File: config.mk
export PLATFORM = sky130hd
export DESIGN_NAME = rtc_control_settings
export DESIGN_NICKNAME = d
export VERILOG_FILES = /design/src/rtc_pkg.sv /design/src/pin_sync.sv /design/src/rtc_prescaler.sv /design/src/rtc_control_settings.sv
export VERILOG_INCLUDE_DIRS = /design/src
export SDC_FILE = /design/constraint.sdc
export NUM_CORES = 1
export LEC_CHECK = 0
export CAP_MARGIN = 40
export CORE_MARGIN = 1
export CORE_UTILIZATION = 35
export CTS_BUF_LIST = sky130_fd_sc_hd__clkbuf_4
export CTS_CLUSTER_SIZE = 40
export DETAILED_ROUTE_END_ITERATION = 6
export DONT_BUFFER_PORTS = 1
export GPL_TIMING_DRIVEN = 1
export PLACE_DENSITY = 0.5
export SLEW_MARGIN = 40
export SYNTH_ARGS = -nofsm -noshare
export SYNTH_HDL_FRONTEND = slang
export SYNTH_HIERARCHICAL = 1
export SYNTH_SLANG_ARGS = --single-unit
export TNS_END_PERCENT = 20
File: constraint.sdc
create_clock -name ref_clk_i -period 8.2 [get_ports ref_clk_i]
set_clock_uncertainty 0.2 [all_clocks]
set_input_delay 0.41 -clock ref_clk_i [delete_from_list [all_inputs] [get_ports ref_clk_i]]
set_output_delay 0.41 -clock ref_clk_i [all_outputs]
set_load 0.005 [all_outputs]
File: src/rtc_params.svh
`ifndef RTC_PARAMS_SVH
`define RTC_PARAMS_SVH

// ----------------------------------------------------------------------
// Register offsets
// ----------------------------------------------------------------------
`define CTRL_OFFSET 8'h00
`define TIME_OFFSET 8'h04
`define IRQ_STATUS_OFFSET 8'h08
`define IRQ_MASK_OFFSET 8'h0c
`define UNLOCK_KEY_OFFSET 8'h10

// ----------------------------------------------------------------------
// Control and time register fields
// ----------------------------------------------------------------------
`define OE_BIT 0
`define HALF_BIT 1
`define HAZARD_BIT 2
`define UNLOCK_BIT 3
`define RUNNING_BIT 6
`define OUTSEL_LO 7
`define OUTSEL_HI 8
`define SRCSEL_LO 9
`define SRCSEL_HI 10
`define ON_BIT 15
`define SEC_LO 8
`define SEC_HI 14

// ----------------------------------------------------------------------
// Field codes and reset values
// ----------------------------------------------------------------------
`define SRC_INT_RC 2'b00
`define SRC_XTAL 2'b01
`define OUT_ALARM 2'b00
`define OUT_SECOND 2'b01
`define OUT_SOURCE 2'b10
`define CTRL_RESET 32'h0000_0000
`define SEC_WRAP 7'h3b
`define UNLOCK_KEY_A 32'h0000_a5a5
`define UNLOCK_KEY_B 32'h0000_5a5a

// ----------------------------------------------------------------------
// Interrupt bits
// ----------------------------------------------------------------------
`define IRQ_SECOND 0
`define IRQ_ALARM 1
`define IRQ_BLOCKED 2

// ----------------------------------------------------------------------
// Timing
// ----------------------------------------------------------------------
`define XTAL_HZ 16'd32768
`define INT_RC_HZ 16'd32000
`define HAZARD_EDGES 16'd16
`define CLK_PERIOD_NS 25
`define RUN_TIMEOUT_NS 100000
`define RUN_TIMEOUT_CYC (`RUN_TIMEOUT_NS / `CLK_PERIOD_NS)

`endif

File: src/rtc_pkg.sv
package rtc_pkg;

  typedef enum logic [1:0] {
    ULK_IDLE = 2'b00,
    ULK_GOT_A = 2'b01,
    ULK_ARMED = 2'b11
  } unlock_state_t;

  typedef struct packed {
    logic on;
    logic [1:0] srcsel;
    logic [1:0] outsel;
    logic unlock;
    logic oe;
    logic [6:0] seconds;
    logic [2:0] irq_status;
    logic [2:0] irq_mask;
    unlock_state_t ulk;
    logic [31:0] rdata;
    logic [11:0] run_cnt;
    logic running;
    logic pin;
  } ctrl_state_t;

  typedef struct packed {
    logic [15:0] cnt;
    logic tick;
  } presc_state_t;

  typedef struct packed {
    logic [1:0] stage;
    logic prev;
  } sync_state_t;

endpackage

File: src/pin_sync.sv
module pin_sync (
  // Clock and reset
  input wire logic ref_clk_i,
  input wire logic reset_i,
  // Asynchronous pin and its synchronised view
  input wire logic pin_i,
  output logic level_o,
  output logic rise_o
);
  import rtc_pkg::*;

  sync_state_t q;
  sync_state_t d;

  // Stage 0 feeds only stage 1; everything else looks at stage 1.
  always_comb begin
    d = q;
    d.stage = {q.stage[0], pin_i};
    d.prev = q.stage[1];
  end

  always_ff @(posedge ref_clk_i) begin
    if (reset_i) begin
      q <= '0;
    end else begin
      q <= d;
    end
  end

  assign level_o = q.stage[1];
  assign rise_o = q.stage[1] & ~q.prev;
endmodule

File: src/rtc_prescaler.sv
`include "rtc_params.svh"

module rtc_prescaler (
  // Clock and reset
  input wire logic ref_clk_i,
  input wire logic reset_i,
  // Source edges and control
  input wire logic edge_i,
  input wire logic clear_i,
  input wire logic [15:0] limit_i,
  // Second phase
  output logic half_o,
  output logic hazard_o,
  output logic second_o
);
  import rtc_pkg::*;

  presc_state_t q;
  presc_state_t d;

  always_comb begin
    d = q;
    d.tick = 1'b0;
    if (clear_i) begin
      d.cnt = 16'h0000;
    end else if (edge_i && limit_i != 16'h0000) begin
      if (q.cnt >= limit_i - 16'h0001) begin
        d.cnt = 16'h0000;
        d.tick = 1'b1;
      end else begin
        d.cnt = q.cnt + 16'h0001;
      end
    end
  end

  always_ff @(posedge ref_clk_i) begin
    if (reset_i) begin
      q <= '0;
    end else begin
      q <= d;
    end
  end

  assign half_o = (limit_i != 16'h0000) && (q.cnt >= (limit_i >> 1));
  // The last few source edges before the wrap are where a read may tear.
  assign hazard_o = (limit_i != 16'h0000) && (q.cnt >= limit_i - `HAZARD_EDGES);
  assign second_o = q.tick;
endmodule

File: src/rtc_control_settings.sv
// Function
// - Source select 00 internal, 01 crystal.
// - Output select 10 source, 01 seconds clock.
// - Output select 00 pulses on alarm.
// - Running bit shows clock actually running.
// - Unlock bit gates time value writes.
// - Hazard bit flags possible rollover tearing.
// - Half-second bit marks second half.
// - Control bits 5 and 4 read zero.
// - Pin driven only with output enable.
// - Seconds write clears half-second bit.
// - Unlock bit set only after key sequence.
// - Control register cleared only by power-on.
//
// The implementer's own choices: the strobed register port and the address map.
`include "rtc_params.svh"

module rtc_control_settings (
  // Clock and resets
  input wire logic ref_clk_i,
  input wire logic reset_i,
  input wire logic sys_reset_i,
  // Register port
  input wire logic [7:0] reg_addr_i,
  input wire logic [31:0] reg_wdata_i,
  input wire logic reg_wr_i,
  input wire logic reg_rd_i,
  output logic [31:0] reg_rdata_o,
  // Oscillator pins and alarm event
  input wire logic low_power_rc_osc_i,
  input wire logic secondary_crystal_osc_i,
  input wire logic alarm_event_i,
  // Clock output pin and interrupt
  output logic clk_out_o,
  output logic clk_out_en_o,
  output logic irq_o
);
  import rtc_pkg::*;

  // ----------------------------------------------------------------------
  // Helpers
  // ----------------------------------------------------------------------
  function automatic logic hit(input logic [7:0] addr, input logic [7:0] off);
    hit = (addr == off);
  endfunction

  ctrl_state_t q;
  ctrl_state_t d;
  logic rc_level;
  logic rc_rise;
  logic xtal_level;
  logic xtal_rise;
  logic src_level;
  logic src_rise;
  logic [15:0] limit;
  logic half_second_flag;
  logic rollover_read_hazard;
  logic second_tick;
  logic time_wr;
  logic time_wr_ok;
  logic ctrl_wr;
  logic presc_clear;

  // ----------------------------------------------------------------------
  // Oscillator pins and source selection
  // ----------------------------------------------------------------------
  pin_sync u_rc_sync (
    .ref_clk_i(ref_clk_i),
    .reset_i(reset_i),
    .pin_i(low_power_rc_osc_i),
    .level_o(rc_level),
    .rise_o(rc_rise)
  );

  pin_sync u_xtal_sync (
    .ref_clk_i(ref_clk_i),
    .reset_i(reset_i),
    .pin_i(secondary_crystal_osc_i),
    .level_o(xtal_level),
    .rise_o(xtal_rise)
  );

  // Reserved source codes select nothing, so the calendar simply stops.
  always_comb begin
    src_level = 1'b0;
    src_rise = 1'b0;
    limit = 16'h0000;
    if (q.on) begin
      unique case (q.srcsel)
        `SRC_XTAL: begin
          src_level = xtal_level;
          src_rise = xtal_rise;
          limit = `XTAL_HZ;
        end
        `SRC_INT_RC: begin
          src_level = rc_level;
          src_rise = rc_rise;
          limit = `INT_RC_HZ;
        end
        default: begin
          src_level = 1'b0;
          src_rise = 1'b0;
          limit = 16'h0000;
        end
      endcase
    end
  end

  assign ctrl_wr = reg_wr_i && hit(reg_addr_i, `CTRL_OFFSET);
  assign time_wr = reg_wr_i && hit(reg_addr_i, `TIME_OFFSET);
  assign time_wr_ok = time_wr && q.unlock;
  // A permitted seconds write restarts the prescaler, which is also how a
  // source change is expected to be finished off by software.
  assign presc_clear = time_wr_ok;

  rtc_prescaler u_presc (
    .ref_clk_i(ref_clk_i),
    .reset_i(reset_i),
    .edge_i(src_rise),
    .clear_i(presc_clear),
    .limit_i(limit),
    .half_o(half_second_flag),
    .hazard_o(rollover_read_hazard),
    .second_o(second_tick)
  );

  // ----------------------------------------------------------------------
  // Register and status logic
  // ----------------------------------------------------------------------
  always_comb begin
    d = q;
    d.rdata = 32'h0000_0000;

    // Key sequence; any other write in between starts it over.
    if (reg_wr_i && hit(reg_addr_i, `UNLOCK_KEY_OFFSET)) begin
      unique case (q.ulk)
        ULK_IDLE: d.ulk = (reg_wdata_i == `UNLOCK_KEY_A) ? ULK_GOT_A : ULK_IDLE;
        ULK_GOT_A: d.ulk = (reg_wdata_i == `UNLOCK_KEY_B) ? ULK_ARMED : ULK_IDLE;
        ULK_ARMED: d.ulk = ULK_ARMED;
        default: d.ulk = ULK_IDLE;
      endcase
    end else if (reg_wr_i && q.ulk == ULK_GOT_A) begin
      d.ulk = ULK_IDLE;
    end

    if (ctrl_wr) begin
      d.srcsel = reg_wdata_i[`SRCSEL_HI:`SRCSEL_LO];
      d.outsel = reg_wdata_i[`OUTSEL_HI:`OUTSEL_LO];
      d.oe = reg_wdata_i[`OE_BIT];
      if (q.unlock) begin
        d.on = reg_wdata_i[`ON_BIT];
      end
      if (!reg_wdata_i[`UNLOCK_BIT]) begin
        d.unlock = 1'b0;
      end else if (q.ulk == ULK_ARMED) begin
        d.unlock = 1'b1;
        d.ulk = ULK_IDLE;
      end
    end

    if (time_wr_ok) begin
      d.seconds = reg_wdata_i[`SEC_HI:`SEC_LO];
    end else if (second_tick) begin
      d.seconds = (q.seconds >= `SEC_WRAP) ? 7'h00 : q.seconds + 7'h01;
    end

    if (reg_wr_i && hit(reg_addr_i, `IRQ_MASK_OFFSET)) begin
      d.irq_mask = reg_wdata_i[2:0];
    end
    // Write one to clear; a fresh event in the same cycle stays set.
    if (reg_wr_i && hit(reg_addr_i, `IRQ_STATUS_OFFSET)) begin
      d.irq_status = q.irq_status & ~reg_wdata_i[2:0];
    end
    d.irq_status[`IRQ_SECOND] = d.irq_status[`IRQ_SECOND] | second_tick;
    d.irq_status[`IRQ_ALARM] = d.irq_status[`IRQ_ALARM] | alarm_event_i;
    d.irq_status[`IRQ_BLOCKED] = d.irq_status[`IRQ_BLOCKED] | (time_wr && !q.unlock);

    // Running means enabled and a source edge seen within the timeout.
    if (!q.on || limit == 16'h0000) begin
      d.run_cnt = 12'h000;
    end else if (src_rise) begin
      d.run_cnt = 12'(`RUN_TIMEOUT_CYC);
    end else if (q.run_cnt != 12'h000) begin
      d.run_cnt = q.run_cnt - 12'h001;
    end
    d.running = d.run_cnt != 12'h000;

    d.pin = 1'b0;
    if (q.oe) begin
      unique case (q.outsel)
        `OUT_SOURCE: d.pin = src_level;
        `OUT_SECOND: d.pin = half_second_flag;
        `OUT_ALARM: d.pin = alarm_event_i;
        default: d.pin = 1'b0;
      endcase
    end

    if (reg_rd_i) begin
      if (hit(reg_addr_i, `CTRL_OFFSET)) begin
        d.rdata[`ON_BIT] = q.on;
        d.rdata[`SRCSEL_HI:`SRCSEL_LO] = q.srcsel;
        d.rdata[`OUTSEL_HI:`OUTSEL_LO] = q.outsel;
        d.rdata[`RUNNING_BIT] = q.running;
        d.rdata[`UNLOCK_BIT] = q.unlock;
        d.rdata[`HAZARD_BIT] = rollover_read_hazard;
        d.rdata[`HALF_BIT] = half_second_flag;
        d.rdata[`OE_BIT] = q.oe;
      end else if (hit(reg_addr_i, `TIME_OFFSET)) begin
        d.rdata[`SEC_HI:`SEC_LO] = q.seconds;
      end else if (hit(reg_addr_i, `IRQ_STATUS_OFFSET)) begin
        d.rdata[2:0] = q.irq_status;
      end else if (hit(reg_addr_i, `IRQ_MASK_OFFSET)) begin
        d.rdata[2:0] = q.irq_mask;
      end
    end
  end

  // The power-on reset clears everything. A system reset drops only the key
  // sequence and the read data; the whole control word, unlock bit included,
  // keeps its settings, so software need not redo the key after a warm reset.
  always_ff @(posedge ref_clk_i) begin
    if (reset_i) begin
      q <= '0;
      q.srcsel <= 2'(`CTRL_RESET >> `SRCSEL_LO);
    end else if (sys_reset_i) begin
      q <= d;
      q.ulk <= ULK_IDLE;
      q.rdata <= 32'h0000_0000;
    end else begin
      q <= d;
    end
  end

  assign reg_rdata_o = q.rdata;
  assign clk_out_o = q.pin;
  assign clk_out_en_o = q.oe;
  assign irq_o = |(q.irq_status & q.irq_mask);
endmodule

# After elaboration in Yosys (flattened, before gate mapping)
# Index checks and enable logic that the tools add are counted.
# classes
add_sub_neg	5
order_cmp	4
n_eq_ne	11
mux	36
n_bitwise	14
n_reduce_logical	29
# ops
op	count
2-to-1 mux 12 bit	3
2-to-1 mux 7 bit	5
equality test 32 x 15 -> 1 bit, second input constant	1
equality test 32 x 16 -> 1 bit, second input constant	1
greater-or-equal comparator 16 bit	2
2-to-1 mux 16 bit	2
one-hot mux 16 bit (2 select lines)	1
nonzero test 12 bit	2
2-to-1 mux 3 bit	7
adder 16 x 1 -> 16 bit, second input constant	1
equality test 8 x 4 -> 1 bit, second input constant	2
greater-or-equal comparator 16 x 15 -> 1 bit	1
logical NOT 16 bit	1
nonzero test 16 bit	1
subtractor 16 x 1 -> 16 bit, second input constant	1
subtractor 16 x 5 -> 16 bit, second input constant	1
2-to-1 mux 2 bit	6
subtractor 12 x 1 -> 12 bit, second input constant	1
logical AND 1 bit	11
OR reduction 3 bit	3
equality test 8 x 3 -> 1 bit, second input constant	1
equality test 8 x 5 -> 1 bit, second input constant	1
logical NOT 8 bit	1
2-to-1 mux 1 bit	8
other kinds (18)	35
# word_totals
reg_bits	91
inputBits	48
word_cells	121

# Longest topological paths before layout
# Gate-level depths: netlist (run 1).
# depth
depth_word	7
ltp_mapped	14
depth_no_buf	14

# Hierarchy
# The synthesis (run 1) kept the hierarchy.
# by_module_without_submodules
module	n_inst	cells_each	area_each_um2	seq_area_each_um2
rtc_control_settings	1	320	2718.9	1001.0
rtc_prescaler	1	278	2268.4	340.3
pin_sync	2	7	87.6	60.1

# Worst setup path after synthesis (run 1)
# OpenSTA, ideal clock, no wires.
# synth_timing
path_type	reg-to-reg
start	register q[66] in the netlist's numbering
end	register u_presc/q[5] in the netlist's numbering
arrival_ps	3393
slack_ps	4543
stages_incl_launch_ff	14
period_less_slack_ps	3657
path_cell_list	dfxtp_1 -> nand2b_1 -> nor2_1 -> buf_2 -> nor4_1 -> nand2_1 -> xnor2_1 -> ha_1 -> a21oi_1 -> o21ai_0 -> a2111oi_0 -> a21oi_2 -> buf_6 -> nor2_1
# synth_via
elab_chain_len	6
elab_cells_between_ends	11
cone_classes	add/sub (1); order compare (1); eq/ne (1); mux (5); reduce/logical (3)
# synth_lines
item	line	text
start, declared	rtc_control_settings.sv:47	ctrl_state_t q;
equality test 2 x 1 -> 1 bit / logical NOT 2 bit (equally long branches)	rtc_control_settings.sv:89	unique case (q.srcsel)
one-hot mux 16 bit (2 select lines) (*)	rtc_control_settings.sv:89	
2-to-1 mux 16 bit (*)	rtc_control_settings.sv:88	if (q.on) begin
named net limit[10]	rtc_control_settings.sv:55	logic [15:0] limit;
subtractor 16 x 1 -> 16 bit	rtc_prescaler.sv:27	if (q.cnt >= limit_i - 16'h0001) begin
greater-or-equal comparator 16 bit	rtc_prescaler.sv:27	
2-to-1 mux 16 bit	rtc_prescaler.sv:27	
end signal, assigned	rtc_prescaler.sv:38	q <= '0;
end signal, assigned	rtc_prescaler.sv:40	q <= d;
end, declared	rtc_prescaler.sv:18	presc_state_t q;
# Mark *: on every way through the listed nets, which the timed path passes. The rest lies on a longest branch.
# A chain may end at the register's enable or synchronous reset.

# Final worst setup path (run 1)
# layout_timing
start	register q[66] in the netlist's numbering
end	register u_presc/q[1] in the netlist's numbering
# The elaborated chain is that of the path after synthesis.

==> results of run 1 <==
power by group through the flow:
stage	clock network (mW)	registers [mW]	logic (mW)
after floorplan	0	0.365	0.0415
after global placement	0	0.365	0.0347
after detailed placement	0	0.365	0.0355
after CTS	0.255	0.357	0.0494
after global routing	0.267	0.357	0.0585
final	0.243	0.357	0.0510
cells in the final DEF (no fill, tap or decap), types with 3 or more instances in the layout:
master	n
dfxtp_1	73
nor2_1	61
conb_1	55
ha_1	52
xnor2_1	43
nand2_1	35
inv_1	32
a21oi_1	29
nor3_1	28
dlygate4sd3_1	27
nand3_1	25
o21ai_0	17
mux2i_1	13
nand4_1	13
nor2b_1	11
nor4_1	11
clkbuf_4	9
nand2b_1	8
and3_1	8
o22ai_1	6
or3_1	6
a211oi_1	6
and2_1	5
nand3b_1	4
a22oi_1	4
or4_1	4
or4_4	4
nor4_2	3
nor4b_1	3
a31oi_1	3
a2111oi_0	3
a221oi_1	3
a21o_1	3
cell type report:
cell class,count,area (sq um),share of cell area (%)
tap,184,230,4.02
clock inverter,7,78.8,1.38
clock buffer,9,67.6,1.18
inverter,32,120,2.10
sequential,73,1460,25.5
timing repair buffer,30,305,5.33
multi-input combinational,514,3460,60.5
worst reg2reg max path, stage by stage, from the launching register on:
cell	delay [ns]
dfxtp_1	0.41
nand2b_1	0.24
nor2_2	0.04
buf_4	0.23
or3_1	0.49
nor3_1	0.39
nand3_1	0.17
xnor2_1	0.16
ha_1	0.29
nand2_1	0.05
o21ai_0	0.35
a2111oi_0	0.15
a21oi_2	0.58
nor2_1	0.12
registers in the layout, indices dropped and copies added (netlist names):
name,flops
q,34
u_presc/q,16
reg_rdata_o,14
clk_out_en_o,1
clk_out_o,1
u_presc/second_o,1
u_rc_sync/d,1
u_rc_sync/level_o,1
u_rc_sync/q,1
u_xtal_sync/d,1
u_xtal_sync/level_o,1
u_xtal_sync/q,1
worst max-delay path by stage:
stage | to | slack (ns) | depth (start not counted)
2_1_floorplan | u_presc/q[5] | 4.54 | 13
3_3_place_gp | u_presc/q[12] | 4.45 | 13
3_5_place_dp | u_presc/q[1] | 4.26 | 13
4_1_cts | u_presc/q[1] | 4.21 | 13
5_1_grt | u_presc/q[13] | 3.69 | 13
6_report | u_presc/q[1] | 4.21 | 13
cells in the mapped netlist, types with 5 or more instances:
cell / instances / share of area, %
inv_1: 32 / 2.3
buf_4: 34 / 4.9
and2_1: 5 / 0.61
a211oi_1: 6 / 0.87
a21oi_1: 29 / 2.8
nor2b_1: 11 / 1.3
nor2_1: 62 / 4.5
nor3_1: 28 / 2.7
and3_1: 8 / 0.97
xnor2_1: 43 / 7.3
nand3_1: 25 / 2.4
o21ai_0: 17 / 1.6
dfxtp_1: 73 / 28
nand2_1: 35 / 2.5
or3_1: 6 / 0.73
ha_1: 52 / 13
nor4_1: 11 / 1.3
nand2b_1: 8 / 0.97
nand4_1: 13 / 1.6
mux2i_1: 13 / 2.5
clkbuf_1: 8 / 0.58
o22ai_1: 6 / 0.73
routing by layer:
layer	track usage, %	up-vias	part of all wire, %
met5	0	-	0
met4	4.97	0	0.75
met3	3.55	8	4.4
met2	26.4	103	45
met1	23.0	1974	50
li1	-	2215	-
logic make-up after synthesis:
group / share of synthesized area (%)
buffers and inverters: 8.56
and+or+nand+nor: 27.2
adders and majority gates: 12.6
AOI/OAI and AO/OA: 13.1
xor gates and xnor gates: 7.63
muxes: 2.52
other: 0.0726
DFF: 28.3
repair_timing:
item / 4_1_cts / 5_1_grt
resized for setup: 0 / 0
endpoints found under the hold margin: 56 / 0
hold buffers: 28 / 0
==> results.yml, run 1 <==
critical_path:
  crit_chain: "nand2b_1, nor2_2, buf_4, or3_1, nor3_1, nand3_1, xnor2_1, ha_1, nand2_1, o21ai_0, a2111oi_0, a21oi_2, nor2_1"
  crit_start: "q[66]"
  cpPeakStageDelay_ns: 0.58
  crit_required_ns: 8.31
  arrival_ns: 4.11
  critPathKind: "reg2reg"
  timing.critical_path.buf_inv: 1
  path_max_fanout: 31
  reg2reg_to: "u_presc/q[1]"
  r2r_start: "q[66]"
  cp-end-kind: "register"
  worstSetupStartpointType: "register"
  r2r_slack_ns: 4.21
  cpLargestDelayFamily: "simple AND/OR/NAND/NOR gates"
  critPathSlowestCell: "a21oi_2"
  rr_worst_depth: 13
pwr:
  p_per_area_nw_per_um2: 114
  p_int_uw: 476
  p_switching_uw: 176
  p_total_uw: 651
  clkPwrFrac_pct: 37.4
  p_sw_share_pct: 27.0
  power_frac_seq_pct: 54.8
  ir_drop_mv: 0.0440
  combinationalPowerShare_pct: 7.8
  p_leak_nw: 2.23
route:
  drc: 0
  wl_per_cell_um: 14.2
  initialDrtViolationCount: 189
  dr.pass1.iters: 4
  vias: 4300
  vias_per_cell: 5.06
  wl_um: 12100
  detail-route-antenna-nets: 0
timing:
  slew_violations: 0
  timing.final.crit_share_pct: 48.7
  final_hold_viol_count: 0
  worst_pin_slew_ns: 0.732
  fin_crit_ns: 3.99
  fmax_mhz: 250
  finalSetupTns_ns: 0
  setup_viol: 0
  rsz0062_at_grt: "false"
  whs_ns: 0.0305
  maxSlewHeadroom_pct: 50.8
  postLayoutSetupSlackWorst_ns: 4.21
die:
  start_util_pct: 35.7
  rows: 44
  boundaryPins: 83
  die_w_um: 123
  die_area_sq_um: 15200
  core_area_sq_um: 14500
  dieHeight_um: 123
placement:
  placed_cells: 805
  dpl_worst_slack_ns: 4.26
  placed_cell_area_sq_um: 5290
  io_buffers: 0
  hpwl_um: 9170
  gp_congestion: 0.814
finish:
  final_cells: 849
  final_cell_area_sq_um: 5730
  drive_gt1_share_pct: 5.86
  post-route-util_pct: 39.6
  n_fill_cell: 1491
  area_growth_pct: 11.0
  antenna_cells: 0
  final_nets: 760
global_route:
  antenna_found_initial: 0
  grt_pass1_vias: 4053
  grt.total_usage_pct: 16.8
  grt_start_max_net_pins: 39
  grt_overflow: 0
  grt_pass1_wl_um: 19800
logic_synthesis:
  synthCells: 612
  synth_edf_count: 0
  async_reset_ff_share_pct: 0
  synth-main-ff-cell: "dfxtp_1"
  synth.distinct_cells: 70
  ys_warn_count: 6
  synth.ff_latch_count: 73
  syn_area_per_cell_sq_um: 8.44
  seq_area_frac_synth_pct: 28.3
  synth_area_sq_um: 5160
clock_network:
  clkTransAtPathRegs_ns: 0.13
  cts_setup_buffers: 0
  root_buffer: "clkbuf_4"
  cts_max_level: 3
  numCtsBuffers: 9
  cts_sinks: 73
  clock_latency_ns: 0.45
  clockBufferDepth: 2
  cts_tree: "done"
min_path:
  min_path_type: "in2reg"
  hp-start: "reset_i"
  hold_path_depth: 2
  hold_path_end: "u_xtal_sync/level_o"
run:
  drv_cap: 0
outcome:
  outcome: "finished clean"
Power figures use the tool's default switching activity.
==> inputs of run 2 (changes only) <==
==> constraint.sdc (replaced) <==
create_clock -name ref_clk_i -period 4.1 [get_ports ref_clk_i]
set_clock_uncertainty 0.2 [all_clocks]
set_input_delay 0.205 -clock ref_clk_i [delete_from_list [all_inputs] [get_ports ref_clk_i]]
set_output_delay 0.205 -clock ref_clk_i [all_outputs]
set_load 0.005 [all_outputs]
==> run 2 against run 1 <==
Against the previous run:
- setup slack worse by 3.8 ns
- non-clock buffer count is 13 higher
- routed wire length is 3.6% higher
- via count is 3.1% higher
- final area is 2.4% higher
- sequential cell count stayed put
- critical path depth stayed put
==> results.yml, run 2 (same netlist as run 1, synthesis figures left out) <==
finish:
  area_growth_pct: 13.6
  layout_common_cells: "dfxtp_1 (73), nor2_1 (61), conb_1 (55)"
  final_common_cell: "dfxtp_1"
  drive_gt1_share_pct: 6.05
  final_nets: 773
  antenna_cells: 0
  largest_reg_flops: 34
  top_register: "q"
route:
  detail-route-antenna-nets: 0
  wl_um: 12500
  dr.pass1.iters: 5
  dr_wl_met2_um: 5540
  dr_wl_met3_um: 617
  initialDrtViolationCount: 316
  met1Wirelength_um: 6140
  top_layer: "met4"
  wl_per_cell_um: 14.5
  vias_per_cell: 5.14
  vias: 4434
  drc: 0
die:
  start_util_pct: 35.7
  die_area_sq_um: 15200
  die_w_um: 123
  boundaryPins: 83
  dieHeight_um: 123
  core_area_sq_um: 14500
  rows: 44
clock_network:
  clock_latency_ns: 0.46
  clockBufferDepth: 2
  cts_repair_resize_count: 0
  cts_tree: "done"
  root_buffer: "clkbuf_4"
  cts_sinks: 73
  numCtsBuffers: 9
  clkTransAtPathRegs_ns: 0.13
  cts_max_level: 3
outcome:
  outcome: "finished clean"
global_route:
  grt_pass1_wl_um: 20500
  grt.total_usage_pct: 17.4
  grt_pass1_vias: 4159
  grt_overflow: 0
  grt_start_max_net_pins: 39
  antenna_found_initial: 0
timing:
  finalSetupTns_ns: 0
  setup_viol: 0
  maxSlewHeadroom_pct: 46.8
  rsz0062_at_grt: "false"
  worst_pin_slew_ns: 0.792
  timing.final.crit_share_pct: 89.4
  final_hold_viol_count: 0
  fmax_mhz: 273
  whs_ns: 0.0273
  slew_violations: 0
  fin_crit_ns: 3.67
critical_path:
  crit_start: "q[66]"
  arrival_ns: 3.85
  crit_required_ns: 4.28
  r2r_start: "q[66]"
  crit_chain: "nand2b_1, nor2_2, or3_1, nor4_2, nand2_1, xnor2_1, ha_1, a21oi_1, o21ai_0, a2111oi_0, a21oi_2, buf_4, nor2_1"
  path_max_fanout: 16
  worstSetupStartpointType: "register"
  critPathSlowestCell: "a2111oi_0"
  cpPeakStageDelay_ns: 0.51
  cp-end-kind: "register"
  critPathKind: "reg2reg"
pwr:
  ir_drop_mv: 0.132
  p_per_area_nw_per_um2: 230
  p_leak_nw: 2.30
min_path:
  min_path_type: "in2reg"
  hp-start: "reg_addr_i[2]"
placement:
  gp_congestion: 0.842
  io_buffers: 0
  hpwl_um: 9350
run:
  drv_cap: 0
-- run 2: worst paths after layout --
| path | slack [ns] | cells past startpoint | endpoint |
|---|---|---|---|
| max | 0.43 | 13 | u_presc/q[10] |
| min | 0.03 | 2 | reg_rdata_o[1] |
| max reg2reg | 0.43 | 13 | u_presc/q[10] |
| min reg2reg | 0.25 | 1 | reg_rdata_o[6] |
-- run 2: layout make-up --
type / instances / area [sq um]
clock buffer: 9 / 67.6
clock inverter: 7 / 95.1
fill: 1459 / 8610
inverter: 32 / 120
multi-input combinational: 514 / 3460
sequential: 73 / 1460
tap: 184 / 230
timing repair buffer: 43 / 428
-- run 2: metrics by stage --
stage                     setup WS (ns)  std cells  utilization (%)  instance area (sq um)  total power, mW
after floorplan                   0.443        666                -                   5370            0.812
after global placement            0.757        805             36.5                   5290            0.800
after detailed placement          0.523        806             36.6                   5300            0.802
after CTS                         0.434        862             40.6                   5870             1.36
after global routing              0.149        862             40.5                   5870             1.41
final                             0.433        862             40.5                   5870             1.35
-- run 2: layer usage --
layer	vias up	global-route usage, %
met2	135	26.7
met5	-	0
met1	2033	23.8
met3	15	3.78
met4	0	6.17
li1	2251	-
-- run 2: critical path: cells and delay by family, from the launching register on --
family,cells,cell delay (ns)
AOI/OAI and AO/OA,4,0.96
adders and majority gates,1,0.28
xor gates and xnor gates,1,0.20
DFF,1,0.39
buffers and inverters,1,0.21
and+or+nand+nor,6,1.35
-- run 2: repair_timing --
action                                 in CTS  in global routing
hold buffers                               40                  0
setup buffers                               0                  0
endpoints found under the hold margin      57                  0
-- run 2: power by group --
part / leakage, nW / switching, mW / internal [mW]
clock network: 0.0859 / 0.271 / 0.246
registers: 0.589 / 0.00164 / 0.712
logic: 1.62 / 0.0628 / 0.0523
